`src/design/fpc_pkg.sv`:
```
// Purpose: constants for the flash protection and programming control block
// Assumes: one 100 MHz clock, 18-bit byte address, 16-bit data
// Notes: pulse counts are in cpu clocks, referenced to a 20 MHz cpu
// Notes on behaviour
// - protection blocks flash data access and branches from outside code
// - code running in flash keeps reading and branching within flash
// - no erase or programming starts while protection is active
// - protection is on only when fuse bit and activation bit are both one
// - the activation bit is write-only and reads back as zero
// - fuse bit once seen at one stays one until reset, erase never clears it
// - a standard-mode control write changes only the activation bit
// - standard-mode activation write counts only from code in flash
// - control register is a direct word write to an even flash address
// - reset sets the activation bit
// - bit 0 enables flash writes, bit 1 picks erase over program
// - bits 6:5 set pulse width, 01 is 100 us at 20 MHz
// - bit 7 picks doubleword programming, else each word write programs
// - bit 15 holds writing mode, clearing it returns to standard mode
// - bit 4 shows whether programming voltage is in margin
// - doubleword: two writes to one address, low then high, second starts
// - bit 2 is busy for the whole pulse, drops when time elapses
// - completed programming enters program-verify mode
// - voltage leaving margin during an operation sets a sticky fault
// - erase mode targets the bank chosen by the bank-select field
// - clearing write enable leaves verify modes for non-verify mode
package fpc_pkg;
  localparam int ADDR_W = 18;
  localparam int DATA_W = 16;
  localparam int CNT_W = 18;
  localparam int SEG_HI = 17;
  localparam int SEG_LO = 15;
  localparam logic [2:0] FLASH_SEG = 3'h2;
  localparam int WE_BIT = 0;
  localparam int ERASE_BIT = 1;
  localparam int BUSY_BIT = 2;
  localparam int PROT_BIT = 3;
  localparam int HVOK_BIT = 4;
  localparam int TIMER_LO = 5;
  localparam int TIMER_HI = 6;
  localparam int DWORD_BIT = 7;
  localparam int BANK_LO = 8;
  localparam int BANK_HI = 9;
  localparam int FAULT_BIT = 10;
  localparam int HOLD_BIT = 15;
  localparam logic PROT_RST = 1'b1;
  localparam logic [1:0] KIND_READ = 2'h0;
  localparam logic [1:0] KIND_WRITE = 2'h1;
  localparam logic [1:0] KIND_BRANCH = 2'h2;
  localparam logic [1:0] TIMER_00 = 2'h0;
  localparam logic [1:0] TIMER_01 = 2'h1;
  localparam logic [1:0] TIMER_10 = 2'h2;
  localparam int REF_MHZ = 20;
  localparam int PULSE_00_US = 10;
  localparam int PULSE_01_US = 100;
  localparam int PULSE_10_US = 1000;
  localparam int PULSE_11_US = 10000;
  localparam logic [CNT_W-1:0] PULSE_00_CYC = CNT_W'(PULSE_00_US * REF_MHZ);
  localparam logic [CNT_W-1:0] PULSE_01_CYC = CNT_W'(PULSE_01_US * REF_MHZ);
  localparam logic [CNT_W-1:0] PULSE_10_CYC = CNT_W'(PULSE_10_US * REF_MHZ);
  localparam logic [CNT_W-1:0] PULSE_11_CYC = CNT_W'(PULSE_11_US * REF_MHZ);
  typedef enum logic [1:0] {ST_STANDARD, ST_ARMED, ST_WRITING} fpc_state_type;
  typedef enum logic [1:0] {OP_IDLE, OP_PROG, OP_ERASE} fpc_op_type;
endpackage : fpc_pkg

```
`src/design/fpc_ctrl.sv`:
```
// Purpose: flash protection gate, control register and program/erase sequencer
// Assumes: cpu request inputs synchronous to mclk, one request per cycle
// Notes: flash array itself lives outside; this block drives its pulses
`timescale 1ns/100ps
module fpc_ctrl #(
  parameter logic [fpc_pkg::CNT_W-1:0] PULSE_10_CYC = fpc_pkg::PULSE_10_CYC,
  parameter logic [fpc_pkg::CNT_W-1:0] PULSE_11_CYC = fpc_pkg::PULSE_11_CYC
) (
  input wire logic mclk,
  input wire logic rstn,
  input wire logic req_valid,
  input wire logic [1:0] req_kind,
  input wire logic req_direct,
  input wire logic req_word,
  input wire logic [fpc_pkg::ADDR_W-1:0] req_addr,
  input wire logic [fpc_pkg::DATA_W-1:0] req_wdata,
  input wire logic req_fetch_in_flash,
  input wire logic protect_fuse_enable,
  input wire logic hv_ok,
  output logic req_permit,
  output logic [fpc_pkg::DATA_W-1:0] fcr_rdata,
  output logic fcr_rvalid,
  output logic arr_prog_pulse,
  output logic arr_erase_pulse,
  output logic [fpc_pkg::ADDR_W-1:0] arr_addr,
  output logic [2*fpc_pkg::DATA_W-1:0] arr_data,
  output logic arr_dword,
  output logic [1:0] arr_bank,
  output logic program_verify_mode,
  output logic erase_verify_mode,
  output logic writing_mode,
  output logic protect_on
);
  logic rst_meta_r;
  logic rst_sync_n;
  fpc_pkg::fpc_state_type st_r, st_nxt;
  fpc_pkg::fpc_op_type op_r, op_nxt;
  logic [fpc_pkg::CNT_W-1:0] cnt_r, cnt_nxt, pulse_len;
  logic prot_r, prot_nxt, fuse_r, fuse_nxt;
  logic we_r, we_nxt, erase_r, erase_nxt, dword_r, dword_nxt;
  logic hold_r, hold_nxt, fault_r, fault_nxt;
  logic pvm_r, pvm_nxt, evm_r, evm_nxt, half_r, half_nxt;
  logic [1:0] timer_r, timer_nxt, bank_r, bank_nxt;
  logic [fpc_pkg::ADDR_W-1:0] half_addr_r, half_addr_nxt;
  logic [fpc_pkg::ADDR_W-1:0] aaddr_r, aaddr_nxt;
  logic [fpc_pkg::DATA_W-1:0] low_r, low_nxt, rdata_r, rdata_nxt;
  logic [2*fpc_pkg::DATA_W-1:0] adata_r, adata_nxt;
  logic adword_r, adword_nxt, rvalid_r, rvalid_nxt;
  logic in_flash, blocked, fcr_wr, fcr_rd, ind_wr, busy, may_start;
  logic addr_key;
  logic [fpc_pkg::DATA_W-1:0] fcr_view;

  // reset released through two flops, asserted at once
  always_ff @(posedge mclk or negedge rstn) begin
    if (!rstn) begin
      rst_meta_r <= 1'b0;
      rst_sync_n <= 1'b0;
    end else begin
      rst_meta_r <= 1'b1;
      rst_sync_n <= rst_meta_r;
    end
  end

  assign in_flash = req_addr[fpc_pkg::SEG_HI:fpc_pkg::SEG_LO] ==
                    fpc_pkg::FLASH_SEG;
  assign protect_on = fuse_r & prot_r;
  assign busy = op_r != fpc_pkg::OP_IDLE;
  // inside code is never blocked, outside code never reaches flash while protection is on
  assign blocked = protect_on & in_flash & ~req_fetch_in_flash;
  assign req_permit = ~blocked;
  // control register: direct word access to any even flash address
  assign fcr_wr = req_valid & ~blocked & req_kind == fpc_pkg::KIND_WRITE &
                  req_direct & req_word & in_flash & ~req_addr[0];
  assign fcr_rd = req_valid & ~blocked & req_kind == fpc_pkg::KIND_READ &
                  req_direct & req_word & in_flash & ~req_addr[0];
  assign ind_wr = req_valid & ~blocked & req_kind == fpc_pkg::KIND_WRITE &
                  ~req_direct & req_word & in_flash & ~req_addr[0];
  assign addr_key = req_wdata == req_addr[fpc_pkg::DATA_W-1:0];
  assign may_start = st_r == fpc_pkg::ST_WRITING & we_r & ~busy &
                     ~protect_on;

  always_comb begin
    case (timer_r)
      fpc_pkg::TIMER_00: pulse_len = fpc_pkg::PULSE_00_CYC;
      fpc_pkg::TIMER_01: pulse_len = fpc_pkg::PULSE_01_CYC;
      fpc_pkg::TIMER_10: pulse_len = PULSE_10_CYC;
      default: pulse_len = PULSE_11_CYC;
    endcase
  end

  // activation bit never shows on reads
  always_comb begin
    fcr_view = '0;
    fcr_view[fpc_pkg::WE_BIT] = we_r;
    fcr_view[fpc_pkg::ERASE_BIT] = erase_r;
    fcr_view[fpc_pkg::BUSY_BIT] = busy;
    fcr_view[fpc_pkg::PROT_BIT] = 1'b0;
    fcr_view[fpc_pkg::HVOK_BIT] = hv_ok;
    fcr_view[fpc_pkg::TIMER_HI:fpc_pkg::TIMER_LO] = timer_r;
    fcr_view[fpc_pkg::DWORD_BIT] = dword_r;
    fcr_view[fpc_pkg::BANK_HI:fpc_pkg::BANK_LO] = bank_r;
    fcr_view[fpc_pkg::FAULT_BIT] = fault_r;
    fcr_view[fpc_pkg::HOLD_BIT] = hold_r;
  end

  always_comb begin
    st_nxt = st_r;
    op_nxt = op_r;
    cnt_nxt = cnt_r;
    prot_nxt = prot_r;
    fuse_nxt = fuse_r | protect_fuse_enable;
    we_nxt = we_r;
    erase_nxt = erase_r;
    dword_nxt = dword_r;
    hold_nxt = hold_r;
    fault_nxt = fault_r;
    pvm_nxt = pvm_r;
    evm_nxt = evm_r;
    half_nxt = half_r;
    timer_nxt = timer_r;
    bank_nxt = bank_r;
    half_addr_nxt = half_addr_r;
    aaddr_nxt = aaddr_r;
    low_nxt = low_r;
    adata_nxt = adata_r;
    adword_nxt = adword_r;
    rdata_nxt = rdata_r;
    // only writing-mode control reads load rdata; other reads drop rvalid and rdata holds
    rvalid_nxt = fcr_rd & st_r == fpc_pkg::ST_WRITING;
    if (rvalid_nxt) begin
      rdata_nxt = fcr_view;
    end
    case (st_r)
      fpc_pkg::ST_STANDARD: begin
        if (fcr_wr) begin
          // only the activation bit, and only from flash-resident code
          if (req_fetch_in_flash) begin
            prot_nxt = req_wdata[fpc_pkg::PROT_BIT];
          end
          st_nxt = fpc_pkg::ST_ARMED;
        end
      end
      fpc_pkg::ST_ARMED: begin
        // any other access in between breaks the key sequence
        if (ind_wr && addr_key) begin
          st_nxt = fpc_pkg::ST_WRITING;
        end else if (req_valid) begin
          st_nxt = fpc_pkg::ST_STANDARD;
        end
      end
      fpc_pkg::ST_WRITING: begin
        if (fcr_wr && !busy) begin
          // fields frozen while a pulse runs, so timing cannot shift
          we_nxt = req_wdata[fpc_pkg::WE_BIT];
          erase_nxt = req_wdata[fpc_pkg::ERASE_BIT];
          prot_nxt = req_wdata[fpc_pkg::PROT_BIT];
          timer_nxt = req_wdata[fpc_pkg::TIMER_HI:fpc_pkg::TIMER_LO];
          dword_nxt = req_wdata[fpc_pkg::DWORD_BIT];
          bank_nxt = req_wdata[fpc_pkg::BANK_HI:fpc_pkg::BANK_LO];
          hold_nxt = req_wdata[fpc_pkg::HOLD_BIT];
          if (!req_wdata[fpc_pkg::WE_BIT]) begin
            pvm_nxt = 1'b0;
            evm_nxt = 1'b0;
            half_nxt = 1'b0;
          end
          if (!req_wdata[fpc_pkg::HOLD_BIT]) begin
            st_nxt = fpc_pkg::ST_STANDARD;
            half_nxt = 1'b0;
          end
        end else if (ind_wr && may_start) begin
          if (erase_r) begin
            if (addr_key) begin
              op_nxt = fpc_pkg::OP_ERASE;
              aaddr_nxt = req_addr;
            end
          end else if (dword_r) begin
            if (half_r && req_addr[fpc_pkg::ADDR_W-1:2] ==
                half_addr_r[fpc_pkg::ADDR_W-1:2]) begin
              op_nxt = fpc_pkg::OP_PROG;
              adata_nxt = {req_wdata, low_r};
              aaddr_nxt = half_addr_r;
              half_nxt = 1'b0;
            end else begin
              // first half only latched; an address outside its doubleword restarts pairing
              low_nxt = req_wdata;
              half_addr_nxt = req_addr;
              half_nxt = 1'b1;
            end
          end else begin
            op_nxt = fpc_pkg::OP_PROG;
            adata_nxt = {{fpc_pkg::DATA_W{1'b0}}, req_wdata};
            aaddr_nxt = req_addr;
          end
          if (op_nxt != fpc_pkg::OP_IDLE) begin
            cnt_nxt = pulse_len;
            adword_nxt = dword_r & ~erase_r;
            pvm_nxt = 1'b0;
            evm_nxt = 1'b0;
            fault_nxt = 1'b0;
          end
        end
      end
      default: st_nxt = fpc_pkg::ST_STANDARD;
    endcase
    if (busy) begin
      // set after start clear, so an early dip is never lost
      if (!hv_ok) begin
        fault_nxt = 1'b1;
      end
      cnt_nxt = cnt_r - 1'b1;
      if (cnt_r == {{(fpc_pkg::CNT_W-1){1'b0}}, 1'b1}) begin
        op_nxt = fpc_pkg::OP_IDLE;
        pvm_nxt = op_r == fpc_pkg::OP_PROG;
        evm_nxt = op_r == fpc_pkg::OP_ERASE;
      end
    end
  end

  always_ff @(posedge mclk or negedge rst_sync_n) begin
    if (!rst_sync_n) begin
      st_r <= fpc_pkg::ST_STANDARD;
      op_r <= fpc_pkg::OP_IDLE;
      cnt_r <= '0;
      prot_r <= fpc_pkg::PROT_RST;
      fuse_r <= 1'b0;
      we_r <= 1'b0;
      erase_r <= 1'b0;
      dword_r <= 1'b0;
      hold_r <= 1'b0;
      fault_r <= 1'b0;
      pvm_r <= 1'b0;
      evm_r <= 1'b0;
      half_r <= 1'b0;
      timer_r <= '0;
      bank_r <= '0;
      half_addr_r <= '0;
      aaddr_r <= '0;
      low_r <= '0;
      adata_r <= '0;
      adword_r <= 1'b0;
      rdata_r <= '0;
      rvalid_r <= 1'b0;
    end else begin
      st_r <= st_nxt;
      op_r <= op_nxt;
      cnt_r <= cnt_nxt;
      prot_r <= prot_nxt;
      fuse_r <= fuse_nxt;
      we_r <= we_nxt;
      erase_r <= erase_nxt;
      dword_r <= dword_nxt;
      hold_r <= hold_nxt;
      fault_r <= fault_nxt;
      pvm_r <= pvm_nxt;
      evm_r <= evm_nxt;
      half_r <= half_nxt;
      timer_r <= timer_nxt;
      bank_r <= bank_nxt;
      half_addr_r <= half_addr_nxt;
      aaddr_r <= aaddr_nxt;
      low_r <= low_nxt;
      adata_r <= adata_nxt;
      adword_r <= adword_nxt;
      rdata_r <= rdata_nxt;
      rvalid_r <= rvalid_nxt;
    end
  end

  assign fcr_rdata = rdata_r;
  assign fcr_rvalid = rvalid_r;
  assign arr_prog_pulse = op_r == fpc_pkg::OP_PROG;
  assign arr_erase_pulse = op_r == fpc_pkg::OP_ERASE;
  assign arr_addr = aaddr_r;
  assign arr_data = adata_r;
  assign arr_dword = adword_r;
  assign arr_bank = bank_r;
  assign program_verify_mode = pvm_r;
  assign erase_verify_mode = evm_r;
  assign writing_mode = st_r == fpc_pkg::ST_WRITING;

  // helper: length of the last busy stretch against the loaded length
  logic [fpc_pkg::CNT_W-1:0] chk_len_r, chk_exp_r;
  always_ff @(posedge mclk or negedge rst_sync_n) begin
    if (!rst_sync_n) begin
      chk_len_r <= '0;
      chk_exp_r <= '0;
    end else if (!busy && op_nxt != fpc_pkg::OP_IDLE) begin
      chk_len_r <= '0;
      chk_exp_r <= cnt_nxt;
    end else if (busy) begin
      chk_len_r <= chk_len_r + 1'b1;
    end
  end
endmodule : fpc_ctrl

```
`config.mk`:
```
export PLATFORM = sky130hd
export DESIGN_NAME = fpc_ctrl
export DESIGN_NICKNAME = d
export VERILOG_FILES = /design/src/design/fpc_pkg.sv /design/src/design/fpc_ctrl.sv
export SDC_FILE = /design/constraint.sdc
export NUM_CORES = 1
export LEC_CHECK = 0
export BUFFER_PORTS_ARGS = -buffer_cell sky130_fd_sc_hd__buf_2
export CAP_MARGIN = 20
export CORE_ASPECT_RATIO = 1.25
export CORE_MARGIN = 5
export CORE_UTILIZATION = 45
export CTS_CLUSTER_DIAMETER = 200
export CTS_CLUSTER_SIZE = 24
export DETAILED_ROUTE_END_ITERATION = 16
export PLACE_DENSITY = 0.7
export SLEW_MARGIN = 20
export SYNTH_ARGS = -nofsm -noshare
export SYNTH_HDL_FRONTEND = slang
export SYNTH_SLANG_ARGS = --single-unit
```
`constraint.sdc`:
```
create_clock -name mclk -period 4.2 [get_ports mclk]
set_input_delay 0 -clock mclk [delete_from_list [all_inputs] [get_ports mclk]]
set_output_delay 0 -clock mclk [all_outputs]
set_load 0.005 [all_outputs]
```
* Word level (Yosys, flattened, before mapping) *
Index checks and enable logic that the tools add are counted.

cells by class
  add/subtract/negate cells = 1
  equal/unequal tests = 22
  multiplexer cells = 61
  bitwise operators = 33
  reduce and logical (&&, ||, !) cells = 25

operators by type and width
  operator                                             count
  2-to-1 mux 18 bit                                    9
  2-to-1 mux 32 bit                                    2
  case mux 18 bit (3 select lines)                     1
  2-to-1 mux 2 bit                                     17
  == test 16 bit                                       2
  2-to-1 mux 1 bit                                     30
  bitwise AND 1 bit                                    23
  == test 18 x 1 -> 1 bit (second input constant)      1
  subtractor 18 x 1 -> 18 bit (second input constant)  1
  AND reduction 4 bit                                  4
  nonzero test 2 bit                                   8
  AND reduction 5 bit                                  3
  NOT 1 bit                                            9
  == test 2 x 1 -> 1 bit (second input constant)       4
  != test 2 x 1 -> 1 bit (second input constant)       4
  != test 2 bit (second input constant)                4
  == test 2 bit (second input constant)                3
  logical NOT 2 bit                                    3
  != test 3 bit (second input constant)                2
  case mux 2 bit (3 select lines)                      1
  AND reduction 6 bit                                  1
  logical AND 1 bit                                    4
  == test 3 x 2 -> 1 bit (second input constant)       1
  != test 3 x 2 -> 1 bit (second input constant)       1
  4 further kinds                                      4

word-level totals
  register bits = 135
  input bits = 44
  output and inout port bits = 77
  logic and storage cells = 166

* Depth between registers and ports, before layout *
Gate-level depths: netlist of the first run.

  depth after elaboration = 21
  gate-level depth with buffers = 9
  depth with buffers taken out = 7

* Worst setup path before layout of the first run *
OpenSTA, ideal clock, no wires.

  kind = register to register
  start = register cnt_r[7] in the netlist's numbering
  end = register evm_r, in the netlist erase_verify_mode
  setup time = 0.138 ns
  arrival = 2.299 ns
  required time = 4.062 ns
  slack = 1.763 ns
  stages on the path, launching flop included = 8
  path buffers = 1
  clock period less this slack = 2.437 ns
  cells stage by stage = dfrtp_1 -> or4_4 -> nor4b_4 -> nand3_2 -> or4b_1 -> buf_2 -> mux2i_1 -> a31oi_1

on the way
  word-level cells in the longest chain between the ends = 3

ends and longest elaborated chain
  item                     RTL line         text
  from (decl)              fpc_ctrl.sv:38   logic [fpc_pkg::CNT_W-1:0] cnt_r, cnt_nxt, pulse_len;
  from (signal assigned)   fpc_ctrl.sv:246  cnt_r <= cnt_nxt;
  == test 18 x 1 -> 1 bit  fpc_ctrl.sv:211  if (cnt_r == {{(fpc_pkg::CNT_W-1){1'b0}}, 1'b1}) begin
  2-to-1 mux 1 bit         fpc_ctrl.sv:211
  2-to-1 mux 1 bit         fpc_ctrl.sv:205  if (busy) begin
  named net evm_nxt        fpc_ctrl.sv:42   logic pvm_r, pvm_nxt, evm_r, evm_nxt, half_r, half_nxt;
  to (signal assigned)     fpc_ctrl.sv:255  evm_r <= evm_nxt;
  to (decl)                fpc_ctrl.sv:42

The timed path passes the listed nets, and every way through them passes these cells.
A chain may end at the register's enable or synchronous reset.

* Worst setup path in the final report of the first run *
  start = register half_addr_r[10] in the netlist's numbering
  end = register adata_r (netlist bit arr_data[20])

on the way
  word-level cells in the longest chain between the ends = 4

ends and longest elaborated chain
  item                              RTL line         text
  from (decl)                       fpc_ctrl.sv:44   logic [fpc_pkg::ADDR_W-1:0] half_addr_r, half_addr_nxt;
  from (signal assigned)            fpc_ctrl.sv:259  half_addr_r <= half_addr_nxt;
  == test 16 bit                    fpc_ctrl.sv:177  if (half_r && req_addr[fpc_pkg::ADDR_W-1:2] ==
  logical AND 1 bit                 fpc_ctrl.sv:177
  != test 2 x 1 -> 1 bit (no line)  --
  AND reduction 5 bit (no line)     --
  to (signal assigned)              fpc_ctrl.sv:262  adata_r <= adata_nxt;
  to (decl)                         fpc_ctrl.sv:47   logic [2*fpc_pkg::DATA_W-1:0] adata_r, adata_nxt;

No other way between the ends.

==> results of run 1 <==
[stage by stage]
stage | hold slack (ns) | power [mW] | instance area [um^2] | worst slack (ns)
after floorplan | -0.296 | 1.38 | 6410 | 0.162
after global placement | -0.215 | 1.44 | 7120 | 1.42
after detailed placement | -0.214 | 1.44 | 7120 | 1.33
after CTS | 0.0138 | 2.97 | 8070 | 1.35
after global routing | 0.0379 | 3.05 | 8100 | 1.13
final | 0.0352 | 2.95 | 8100 | 1.30
[worst paths after layout]
| path | endpoint | slack, ns | cells after the start |
|---|---|---|---|
| setup / recovery | arr_data[20] | 1.30 | 7 |
| hold / removal | st_r[0] | 0.04 | 4 |
| setup reg to reg | arr_data[20] | 1.30 | 7 |
| hold reg to reg | arr_addr[8] | 0.23 | 0 |
| max in group asynchronous | arr_data[3] | 2.93 | 2 |
| min in group asynchronous | arr_addr[8] | 0.23 | 0 |
[per-layer routing]
metal	share of wire, %	wire length [um]
met2	52	8890
met1	39	6710
met4	3.1	538
met3	5.9	1010
met5	0	0
[area by class of cell]
class / instances / area, um^2 / area share, %
Sequential cell: 135 / 3380 / 41.8
Tap cell: 175 / 219 / 2.70
Clock buffer: 23 / 468 / 5.78
Timing Repair Buffer: 160 / 1040 / 12.8
Clock inverter: 9 / 126 / 1.56
Multi-Input combinational cell: 411 / 2830 / 34.9
Inverter: 10 / 37.5 / 0.463
[report_power, final]
group / total [mW] / switching, mW / internal, mW
Sequential: 1.31 / 0.00505 / 1.30
Combinational: 0.141 / 0.0814 / 0.0600
Clock: 1.50 / 0.537 / 0.961
Total: 2.95 / 0.624 / 2.32
[registers in the layout, indices dropped and copies added (netlist names), 2 cells and up]
register and flops:
timer_r 2, op_r 2, cnt_r 18, low_r 16, st_r 2, half_addr_r 18
arr_bank 2, arr_data 32, arr_addr 18, fcr_rdata 11
[cell usage after synthesis (3+ instances only)]
cell | count | area [um^2]
o21ai_0 | 6 | 30.0
clkbuf_1 | 20 | 75.1
buf_2 | 3 | 15.0
nor2_1 | 27 | 101
and2_1 | 6 | 37.5
nand2b_1 | 7 | 43.8
a211oi_1 | 3 | 22.5
o21ai_1 | 51 | 255
mux2_2 | 4 | 45.0
nor4_1 | 10 | 62.6
xnor2_1 | 9 | 78.8
nand4_1 | 4 | 25.0
nor3_1 | 11 | 55.1
a21oi_1 | 7 | 35.0
nand3_1 | 7 | 35.0
xor2_1 | 25 | 219
inv_1 | 10 | 37.5
a31oi_1 | 10 | 62.6
o221a_1 | 6 | 67.6
and3_1 | 3 | 18.8
dfrtp_1 | 134 | 3350
mux2i_1 | 37 | 370
nand2_1 | 80 | 300
mux2_1 | 46 | 518
ha_1 | 8 | 100
nor2b_1 | 7 | 43.8
buf_4 | 8 | 60.1
[worst reg2reg max path, cell delays in order (launching register included)]
cell     delay, ns
dfrtp_1       0.41
xnor2_1       0.22
nand2_1       0.08
or4b_1        0.55
o21a_1        0.21
or3_2         0.90
nand2_1       0.26
o21ai_1       0.11
[repair_timing]
action	CTS	global route
endpoints found under the setup margin	0	0
hold buffers	36	0
resized for setup	0	0
endpoints found under the hold margin	84	0
[logic make-up after synthesis]
logic type / synth area share [%]
multiplexers: 14.6
flip-flops: 52.8
buffers and inverters: 3.23
AND/OR/NAND/NOR: 14.0
other: 0.117
AO/OA/AOI/OAI: 8.98
adder cells (fa/ha/maj): 1.56
XOR/XNOR: 4.65
[cells in the final DEF (no fill, tap or decap), types with 17 or more instances in the layout]
cell type,netlist,routed
mux2i_1,37,37
buf_2,3,115
nand2_1,80,80
dfrtp_1,134,133
xor2_1,25,25
o21ai_1,51,50
dlygate4sd3_1,0,36
mux2_1,46,46
clkbuf_16,0,17
nor2_1,27,27
==> flow_summary.yaml, run 1 <==
routing:
  routed_via_density: 5.49
  drc_errors: 0
  drt-wirelength-per-cell_um: 18.6
  drt-initial-drc-count: 264
  wl_mm: 17.2
  drt_first_pass_iters: 5
  vias: 5065
  drtAntennaViolNets: 0
synth:
  synth.distinct_cells: 57
  synth-main-ff-cell: "dfrtp_1"
  avgSynthCellArea_um2: 10.9
  ys_seq_area_share_pct: 52.8
  ys_ff_latch: 135
  yosys_warnings: 0
  synth_edf_count: 0
  synth_area_um2: 6400
  synthCells: 586
  asyncSetResetFlopFracSynth_pct: 100
job:
  drv_cap: 0
setup_path:
  crit_type: "reg2reg"
  startpoint: "half_addr_r[10]"
  cp_slowest_cell: "or3_2"
  cp.buffers_inverters: 0
  rr_startpoint: "half_addr_r[10]"
  path_max_fanout: 65
  crit_arrival_ns: 3.14
  crit_path_end_kind: "flip-flop"
  cp_common_cell: "nand2_1"
  startpoint_type: "flip-flop"
  crit_required_ns: 4.45
  critPathTopFamily: "simple AND/OR/NAND/NOR gates"
  crit_path_max_incr_delay_ns: 0.90
  path_cells: "xnor2_1, nand2_1, or4b_1, o21a_1, or3_2, nand2_1, o21ai_1"
cells_and_area:
  stdcell_count: 923
  final_nets: 787
  fillCellCount: 1153
  drive_gt1_share_pct: 21.9
  syn2layout_area_growth_pct: 26.6
  finalCoreUtilization_pct: 58.4
  antennaDiodeCount: 0
timing:
  final-setup-viol-count: 0
  tns_ns: 0
  post-route-min-period_ns: 2.90
  hold_viol_final: 0
  fin_crit_sh_pct: 68.9
  grt_setup_unrepaired: "false"
  timing.slew.headroom_pct: 29.4
  tightest_slew_ns: 1.06
  fin_skew_ns: 0.00619
  maxClockFrequency_ghz: 0.345
  finalMaxSlewViolations: 0
grt:
  grt-ovfl-total: 0
  met1_usage_pct: 25.7
  grt.busiest_layer: "met2"
  grt_max_degree: 81
  globalRouteTotalUtil_pct: 21.5
  antenna_found_initial: 0
  gr-usage-met2_pct: 36.6
  grt_pass1_vias: 5221
  grt_first_pass_wirelength_mm: 27.4
  met3_usage_pct: 5.73
floorplan:
  fp-row-count: 48
  ios: 121
  dieArea_um2: 16700
  core_um2: 13900
  die_w_um: 117
  dieHeight_um: 143
  start_util_pct: 46.1
outcome:
  status: "finished clean"
clock_tree:
  clock_latency_ns: 0.42
  clk_pin_slew_ns: 0.05
  cts_buffers: 17
  post_cts_buffers: 0
  cts.sinks: 135
  htree_levels: 4
  clock_path_buffers: 2
  cts_tree: "done"
  clockRootBuffer: "clkbuf_16"
worst_hold_path:
  hp-start: "req_direct"
  hold_class: "in2reg"
placement:
  hpwl_mm: 12.0
  dp.cells: 854
  gp_congestion: 0.906
  numPortBuffers: 115
power:
  power.density_nw_per_um2: 364
  ir_drop_mv: 0.232
  cellLeakagePower_nw: 3.96
(Power assumes the default switching activity.)
==> run 2: changes to the inputs <==
- ABC_AREA: unset -> 1
- PLACE_DENSITY: 0.7 -> 0.69
- clock period: 4.2 -> 2.4 ns (I/O delays scaled with it)
==> run 2 against run 1 <==
Effect of this change: the flow now finishes with violations (negative hold slack); cell area up 7.6%; power up 73%; global-route usage down 0.21 points; routed wire length up 9.2%; largest cell class unchanged.
==> flow_summary.yaml, run 2 <==
floorplan:
  dieArea_um2: 18400
  ios: 121
  start_util_pct: 45.7
  dieHeight_um: 150
  die_w_um: 122
  fp-row-count: 51
  core_um2: 15500
power:
  ir_drop_mv: 0.427
  power.density_nw_per_um2: 587
  cellLeakagePower_nw: 4.75
  p_total_mw: 5.11
synth:
  synthSimpleGateAreaFrac_pct: 28.7
  synth_compound_area_share_pct: 12.0
  avgSynthCellArea_um2: 7.67
  synthTopCellsByCount: "nand2_1, dfrtp_1, inv_1"
  synth_area_um2: 7090
  synth.distinct_cells: 44
  synth_top_family_by_area: "simple AND/OR/NAND/NOR gates"
  asyncSetResetFlopFracSynth_pct: 100
  ys_seq_area_share_pct: 47.6
  synth_fa_ha_area_share_pct: 1.41
  synth-xor-area-share_pct: 0.494
  netlist.area_leader.share_pct: 47.3
  yosys_warnings: 0
  synth-main-ff-cell: "dfrtp_1"
  synth_area_leader_cell: "dfrtp_1"
  synthMuxAreaShare_pct: 0
  synthMostInstantiatedCell: "nand2_1"
  synth_edf_count: 0
  synthCells: 925
  ys_ff_latch: 135
  ys_top_cells_by_area: "dfrtp_1, nand2_1, o21ai_0, inv_1, nor2_1"
routing:
  vias: 6316
  drt_first_pass_iters: 5
  drtAntennaViolNets: 0
  drc_errors: 0
  routed_via_density: 4.88
  wl_mm: 18.7
  drt-initial-drc-count: 437
  drt-wirelength-per-cell_um: 14.5
timing:
  grt_setup_unrepaired: "false"
  fin_crit_sh_pct: 92.3
  timing.slew.headroom_pct: 54.3
  hold_viol_final: 1
  tightest_slew_ns: 0.685
  maxClockFrequency_ghz: 0.451
  final-setup-viol-count: 0
  tns_ns: 0
  post-route-min-period_ns: 2.22
  holdWs_ns: -0.00102
  finalMaxSlewViolations: 0
  fin_skew_ns: 0.00719
  setup_ws_ns: 0.184
worst_hold_path:
  hold_class: "in2reg"
placement:
  numPortBuffers: 115
  hpwl_mm: 13.5
  pre_cts_ws_ns: 0.355
  gp_congestion: 0.890
  dp.cells: 1232
  place_area_um2: 7880
setup_path:
  crit_path_end_kind: "flip-flop"
  startpoint_type: "flip-flop"
  crit_required_ns: 2.76
  crit_arrival_ns: 2.58
  path_max_fanout: 4
  crit_type: "reg2reg"
cells_and_area:
  drive_gt1_share_pct: 18.6
  largest_reg_flops: 32
  syn2layout_area_growth_pct: 22.8
  finalInstanceArea_um2: 8710
  final_nets: 1119
  final_common_cell: "nand2_1"
  stdcell_count: 1293
  most-common-layout-cells: "nand2_1, dfrtp_1, inv_1, buf_2, o21ai_0"
  finalCoreUtilization_pct: 56.2
clock_tree:
  clock_path_buffers: 2
  cts.sinks: 135
  clk_pin_slew_ns: 0.05
  clock_latency_ns: 0.42
  cts_tree: "done"
  htree_levels: 4
  clockRootBuffer: "clkbuf_16"
  cts_buffers: 17
  post_cts_buffers: 0
grt:
  globalRouteTotalUtil_pct: 21.3
  grt_first_pass_wirelength_mm: 30.2
  grt_max_degree: 50
  antenna_found_initial: 3
  grt-ovfl-total: 0
  grt_pass1_vias: 5934
outcome:
  status: "finished with violations"
  violations: "negative hold slack"
job:
  drv_cap: 0
[run 2: cell count changes after synthesis, moves of 23 or more]
cell	change
mux2i_1	-37
inv_1	+105
o21ai_0	+81
nand2_1	+255
o21ai_1	-27
mux2_1	-46
nor2_1	+38
xor2_1	-23
[run 2: final timing paths]
check | startpoint | to | slack [ns] | depth (start not counted)
worst max-delay path | fuse_r | prot_r | 0.18 | 12
worst min-delay path | req_wdata[14] | arr_data[30] | -0.001 | 3
worst max register to register | fuse_r | prot_r | 0.18 | 12
worst min register to register | rst_meta_r | rst_sync_n | 0.35 | 0
max in group asynchronous | rst_sync_n | arr_data[0] | 1.34 | 1
min in group asynchronous | rst_sync_n | arr_addr[7] | 0.37 | 0
[run 2: cell type report]
class | count | area [um^2]
Fill cell | 1427 | 6790
Sequential cell | 135 | 3380
Multi-Input combinational cell | 635 | 3050
Timing Repair Buffer | 155 | 996
Inverter | 123 | 463
Clock buffer | 20 | 447
Tap cell | 212 | 265
Clock inverter | 12 | 105
Antenna cell | 1 | 2.50
[run 2: power by group]
group          total (mW)  switching, mW  internal (mW)
logic               0.341          0.211          0.130
registers            2.34         0.0346           2.30
clock network        2.43          0.990           1.45
[run 2: kinds of logic (layout without fill, tap and decap cells)]
family,Yosys count,in the layout
and+or+nand+nor,471,471
adders and majority gates,8,8
xor gates and xnor gates,4,4
DFF,135,135
other,2,7
buffers and inverters,159,310
AOI/OAI and AO/OA,146,146
[run 2: critical path, cell delays in order (launching register included)]
cell and delay, ns:
dfrtp_1 0.37, nand2_1 0.10, inv_1 0.08, nand3_2 0.11, nand3_2 0.11, nor2_2 0.15, nand2_1 0.08, inv_2 0.09
nor2_2 0.06, nor2_1 0.22, nand4_1 0.13, dlygate4sd3_1 0.59, nand2_1 0.08
[run 2: what timing repair did]
action,in CTS,in global routing
gates resized for setup,0,1
hold buffers,28,0
hold endpoints to repair,34,0
endpoints found under the setup margin,0,1
[run 2: metal layers]
metal | up-vias | part of all wire (%) | GRT usage, %
met3 | 31 | 5.0 | 4.74
met1 | 2929 | 43 | 27.0
met5 | - | 0.18 | 0
met2 | 162 | 49 | 35.0
met4 | 4 | 2.6 | 9.02
li1 | 3190 | - | -
